[config.mk]
export PLATFORM = sky130hd
export DESIGN_NAME = cir_regs
export DESIGN_NICKNAME = d
export VERILOG_FILES = /design/src/pkg/cir_pkg.sv /design/src/rtl/cir_regs.sv
export SDC_FILE = /design/constraint.sdc
export NUM_CORES = 1
export LEC_CHECK = 0
export BUFFER_PORTS_ARGS = -buffer_cell sky130_fd_sc_hd__buf_2
export CAP_MARGIN = 20
export CORE_UTILIZATION = 29
export DETAILED_ROUTE_END_ITERATION = 6
export GPL_TIMING_DRIVEN = 0
export PLACE_DENSITY = 0.77
export SLEW_MARGIN = 10
export SYNTH_ARGS = -nofsm -noshare
export SYNTH_HDL_FRONTEND = slang
export SYNTH_SLANG_ARGS = --single-unit
[constraint.sdc]
create_clock -name clk -period 0.8 [get_ports clk]
set_input_delay 0.16 -clock clk [delete_from_list [all_inputs] [get_ports clk]]
set_output_delay 0.16 -clock clk [all_outputs]
set_load 0.02 [all_outputs]
[src/pkg/cir_pkg.sv]
// Package for the controller identity register bank
package cir_pkg;
  // Byte offsets of the identity registers
  localparam logic [15:0] CIR_OFF_TYPE = 16'h0000;
  localparam logic [15:0] CIR_OFF_REV = 16'h0001;
  localparam logic [15:0] CIR_OFF_BUILD_LO = 16'h0002;
  localparam logic [15:0] CIR_OFF_BUILD_HI = 16'h0003;
  localparam logic [15:0] CIR_OFF_MAP_CNT = 16'h0004;
  localparam logic [15:0] CIR_OFF_SYNC_CNT = 16'h0005;
  localparam logic [15:0] CIR_OFF_RAM_SIZE = 16'h0006;
  localparam logic [15:0] CIR_OFF_PORT_DESC = 16'h0007;
  // Build field positions
  localparam int CIR_BLD_MAINT_LSB = 0;
  localparam int CIR_BLD_MINOR_LSB = 4;
  localparam int CIR_BLD_PATCH_LSB = 8;
  // Patch byte classes
  localparam logic [7:0] CIR_PATCH_ORIG = 8'h00;
  localparam logic [7:0] CIR_PATCH_MAX = 8'h0F;
  localparam logic [7:0] CIR_DEV_MIN = 8'h10;
  // Process RAM size limit in kilobytes
  localparam logic [7:0] CIR_RAM_MAX_KB = 8'h3C;
  // Width of a port descriptor field
  localparam int CIR_PORT_W = 2;
  localparam int CIR_PORTS = 4;
  // Port field encodings
  typedef enum logic [1:0] {
    CIR_PORT_ABSENT = 2'h0,
    CIR_PORT_UNCFG = 2'h1,
    CIR_PORT_BACKPLANE = 2'h2,
    CIR_PORT_MII = 2'h3
  } cir_port_t;
  // One read or write request and its answer
  typedef struct packed {
    logic rd;
    logic wr;
    logic [15:0] addr;
    logic [7:0] wdata;
  } cir_req_t;
  typedef struct packed {
    logic valid;
    logic [7:0] data;
  } cir_rsp_t;
endpackage : cir_pkg

[src/rtl/cir_regs.sv]
// Controller identity register bank with two read ports
//
// Notes on behaviour
// - An 8-bit read-only type code sits at offset zero for both sides.
// - An 8-bit revision sits at offset one, equal to the major version.
// - Build holds maintenance in 3:0, minor in 7:4, patch in 15:8.
// - Patch byte is zero original, 1 to 15 patch, 16 up development.
// - Offset four reports the number of mapping unit channels.
// - Offset five reports the number of buffer sync unit channels.
// - Offset six reports process RAM size in kilobytes, 0 to 60.
// - Offset seven holds four 2-bit port fields, port 0 lowest.
// - Port codes are absent, unconfigured, backplane and MII family.
// - Multi-byte registers keep the low byte at the lower address.
`timescale 1ns/1ps
module cir_regs
  import cir_pkg::*;
#(
  parameter logic [7:0] TYPE_CODE = 8'hA5, // Arbitrary value
  parameter logic [7:0] MAJOR_VER = 8'h01,
  parameter logic [3:0] MINOR_VER = 4'h0,
  parameter logic [3:0] MAINT_VER = 4'h0,
  parameter logic [7:0] PATCH_LVL = 8'h00,
  parameter logic [7:0] MAP_UNITS = 8'h08,
  parameter logic [7:0] SYNC_UNITS = 8'h08,
  parameter logic [7:0] RAM_KB = 8'h08,
  parameter logic [7:0] PORT_CFG = 8'hFF
) (
  input wire logic clk, // 40 MHz core clock
  input wire logic rst, // Async reset, high
  input wire cir_req_t net_req, // Network side access
  output cir_rsp_t net_rsp, // Network side answer
  input wire cir_req_t host_req, // Local host access
  output cir_rsp_t host_rsp // Local host answer
);

  // Image of the eight identity bytes, built from configuration
  logic [7:0] img [8];
  logic [15:0] build_val;
  logic [7:0] ram_kb_sat;
  cir_rsp_t net_reg, net_next, host_reg, host_next;

  // Build value assembly, one field per version part
  // The patch byte sits on top so a development build sorts high
  assign build_val = {PATCH_LVL, MINOR_VER, MAINT_VER};
  // RAM size clipped to the largest configurable size
  assign ram_kb_sat = (RAM_KB > CIR_RAM_MAX_KB) ? CIR_RAM_MAX_KB
                                                : RAM_KB;

  // Patch byte class flags; exactly one holds for any build value
  // They let the checks name the class without redoing the compare
  logic patch_is_orig;
  logic patch_is_fix;
  logic patch_is_dev;
  assign patch_is_orig = build_val[15:8] == CIR_PATCH_ORIG;
  assign patch_is_fix = (build_val[15:8] != CIR_PATCH_ORIG) &&
                        (build_val[15:8] <= CIR_PATCH_MAX);
  assign patch_is_dev = build_val[15:8] >= CIR_DEV_MIN;

  // Per-port descriptor fields, decoded one by one and packed back
  // Fields are fixed at build time; no port changes while running
  cir_port_t port_field [CIR_PORTS];
  wire [7:0] port_bits;
  genvar gp;
  generate
    for (gp = 0; gp < CIR_PORTS; gp++) begin : g_port
      // Slices follow the loop index, never hard-wired positions
      assign port_field[gp] =
        cir_port_t'(PORT_CFG[gp*CIR_PORT_W +: CIR_PORT_W]);
      assign port_bits[gp*CIR_PORT_W +: CIR_PORT_W] =
        port_field[gp];

    end
  endgenerate

  // Byte image; low build byte first at the lower address
  // Pure wiring of parameters, so it costs no flip-flops
  always_comb begin
    img[0] = TYPE_CODE;
    img[1] = MAJOR_VER;
    img[2] = build_val[7:0];
    img[3] = build_val[15:8];
    img[4] = MAP_UNITS;
    img[5] = SYNC_UNITS;
    img[6] = ram_kb_sat;
    img[7] = port_bits;
  end

  // Read lookup; unmapped addresses read zero, writes are dropped
  // A write with read also set counts as a read; the write half is lost
  // Only three address bits index the image, the range test guards it
  function automatic cir_rsp_t lookup(input cir_req_t r);
    cir_rsp_t o;
    o.valid = r.rd;
    o.data = 8'h00;
    if (r.rd && r.addr <= CIR_OFF_PORT_DESC) begin
      o.data = img[r.addr[2:0]];
    end
    return o;
  endfunction : lookup

  // Next answers for both sides, computed independently
  // The two sides share no state, so neither can stall the other
  always_comb begin
    net_next = lookup(net_req);
    host_next = lookup(host_req);
  end

  // Answer registers, one cycle after the request
  // Registering keeps both answers straight from flip-flops
  always_ff @(posedge clk or posedge rst) begin
    if (rst) begin
      net_reg <= '0;
      host_reg <= '0;
    end else begin
      net_reg <= net_next;
      host_reg <= host_next;
    end
  end

  assign net_rsp = net_reg;
  assign host_rsp = host_reg;
endmodule : cir_regs

==> impl_results.md <==
* Chip height at 44.0 um
* Die width at 44.0 um
* TritonCTS clock tree: done
* Routed Antenna Nets at 0
* Slew Viols, Final at 0
* Nets@finish at 158
* LEAKAGE at 0.000524 uW
* Slew Limit Headroom at 0.748
* #FFs+latches synth at 10
* Mean post-synth cell area at 11.4 um2
* Sequential fraction of the synthesis area at 0.489
* Critical Path End Type: output pin
* Final hold viol count at 0
* Vias at between 500 and 600
* Layout cell share with drive strength beyond 1 at 0.728
* Status: finished with violations
* Largest net degree at the start of global routing at 11
* Initial antenna violation count at 0
* Tcrit/Tclk final at 1.35
* Most frequent cells in the layout: buf_2 (38), buf_6 (21), dfrtp_1 (10)
* CTS clk-pin slew, worst paths at around 0.06 ns
* RSZ-0062 raised after global routing: true
* Vias in the first global route at 513
* First-pass GRT wire length at roughly 1900 um
* Placer Congestion at 0.694
* Max Cap Viol at 0
* Final worst setup slack at -0.282 ns
* Gr usage total at 0.131
* Post-synth top area cell: dfrtp_1
* PortBufs at between 50 and 60
* Worst Path Class, Setup: reg -> out
* Post-synth top area share at 0.489
* Final hold slack at 0.0226 ns
* Core Footprint at ~1600 um2
* CP max FO at 3
* Slew @ Worst Pin at approximately 0.38 ns
* Failing checks: design-rule violations, negative setup slack
* H-tree levels at 1
* Yosys warns at 0
* Tot Pwr at about 1100 uW
* CP required at between 0.6 and 0.7 ns
* Fill cells at 131
* Syn Nets at between 90 and 100
* Pre-CTS setup slack at -0.189 ns
* Initial DRC Count at 8
* Arr. time, crit path at approximately 0.9 ns
* Commonest non-fill, non-tap cell in the layout: buf_2
* Vias per inst at 4.37
* IO Pins at between 70 and 80
* Initial Util at 0.325
* Gate Count Post-Synth at 45
* Post-route DRC violation count at 1
* Peak supply drop at about 0.5 mV
* Setup TNS at -3.63 ns
* Final setup viols at 18
* Hold Crit Class: in -> reg
* GR Overflow Total at 0
* Routed wire length at ~1100 um
* Period minus WS final at 1.08 ns
* Area contributors post-synth: dfrtp_1 (49%), buf_4 (12%), nor4_2 (9.8%)
* Layout overhead on the synthesized area at 87.5%
* Crit start category: flop
* Number of buffers on the longest clock path at 2
* N_diodes at 0
* Distinct cells, synth at 11
* WL/cell at 9.61 um
* Drt first pass iters at 7
* Cell Rows at 14
* Clk Tree Root Cell: clkbuf_4
* Die area at around 1900 um2
* Max Fclk at slightly above 900 MHz
* Clock sinks at 10
* PwrDens at 1150 nW/um2
* CTS buffer count at 3
* Synth Cell Area at 512 um2
final cells by class:
| cell class | instances | area (um2) | area share |
|---|---|---|---|
| multi-input cells | 24 | 190 | 0.198 |
| inverters | 3 | 11.3 | 0.0117 |
| clock buffers | 4 | 36.3 | 0.0378 |
| well taps | 16 | 20.0 | 0.0209 |
| flip-flops and latches | 10 | 250 | 0.261 |
| repair buffers | 54 | 369 | 0.385 |
| plain buffers | 8 | 82.6 | 0.0860 |
path summary, 6_finish.rpt:
path,from,end,slack (ns),cells after the start
max in group asynchronous,rst,net_rsp[5],0.10,3
worst min-delay path,net_req[25],net_rsp[8],0.02,1
min in group asynchronous,rst,host_rsp[8],0.43,3
worst max-delay path,net_rsp[5],net_rsp[5],-0.28,2
report_power, final:
group | switching, uW | leakage [uW] | internal, uW
Combinational | 72.0 | 0.000368 | 92.5
Sequential | 2.37 | 0.000135 | 511
Clock | 155 | 0.0000210 | 276
synth_stat cells, drive strengths merged:
| cell | instances |
|---|---|
| dfrtp | 10 |
| buf | 8 |
| nor2 | 8 |
| nor4 | 4 |
| inv | 3 |
| a21oi | 2 |
| nand3 | 2 |
| nand4 | 2 |
| nor4b | 2 |
| o21a | 2 |
| or3 | 2 |
what timing repair did:
action,CTS,global route
gates resized for setup,32,4
setup endpoints to repair,18,18
endpoints found under the hold margin,10,0
pin swaps,0,0
setup buffers,0,0
gates cloned,0,0
hold buffers,1,0
per-stage QoR:
stage	util	cells	cell area [um2]
after floorplan	-	45	512
after global placement	0.506	114	797
after detailed placement	0.506	114	797
after CTS	0.600	119	946
after global routing	0.609	119	960
final	0.609	119	960
state kept, by name, indices dropped and copies added (netlist names):
register	cells
host_rsp	5
net_rsp	5
critical path: stages (launching register included):
cell	delay, ns
dfrtp_1	0.42
buf_6	0.13
buf_6	0.12
kinds of logic (layout without fill, tap and decap cells):
kind of cell / after synthesis / count (layout) / synth area share
AO/OA/AOI/OAI: 4 / 4 / 0.0636
buffers and inverters: 11 / 69 / 0.139
flip-flops: 10 / 10 / 0.489
AND/OR/NAND/NOR: 20 / 20 / 0.308
per-layer routing:
layer / vias to the layer above / track usage / wire, um
met2: 42 / 0.226 / 567
met1: 213 / 0.148 / 436
met3: 2 / 0.0292 / 125
met4: 0 / 0.0727 / 13
li1: 263 / - / -
met5: - / 0 / 0
Note: power is estimated with default switching activity, not from simulation.
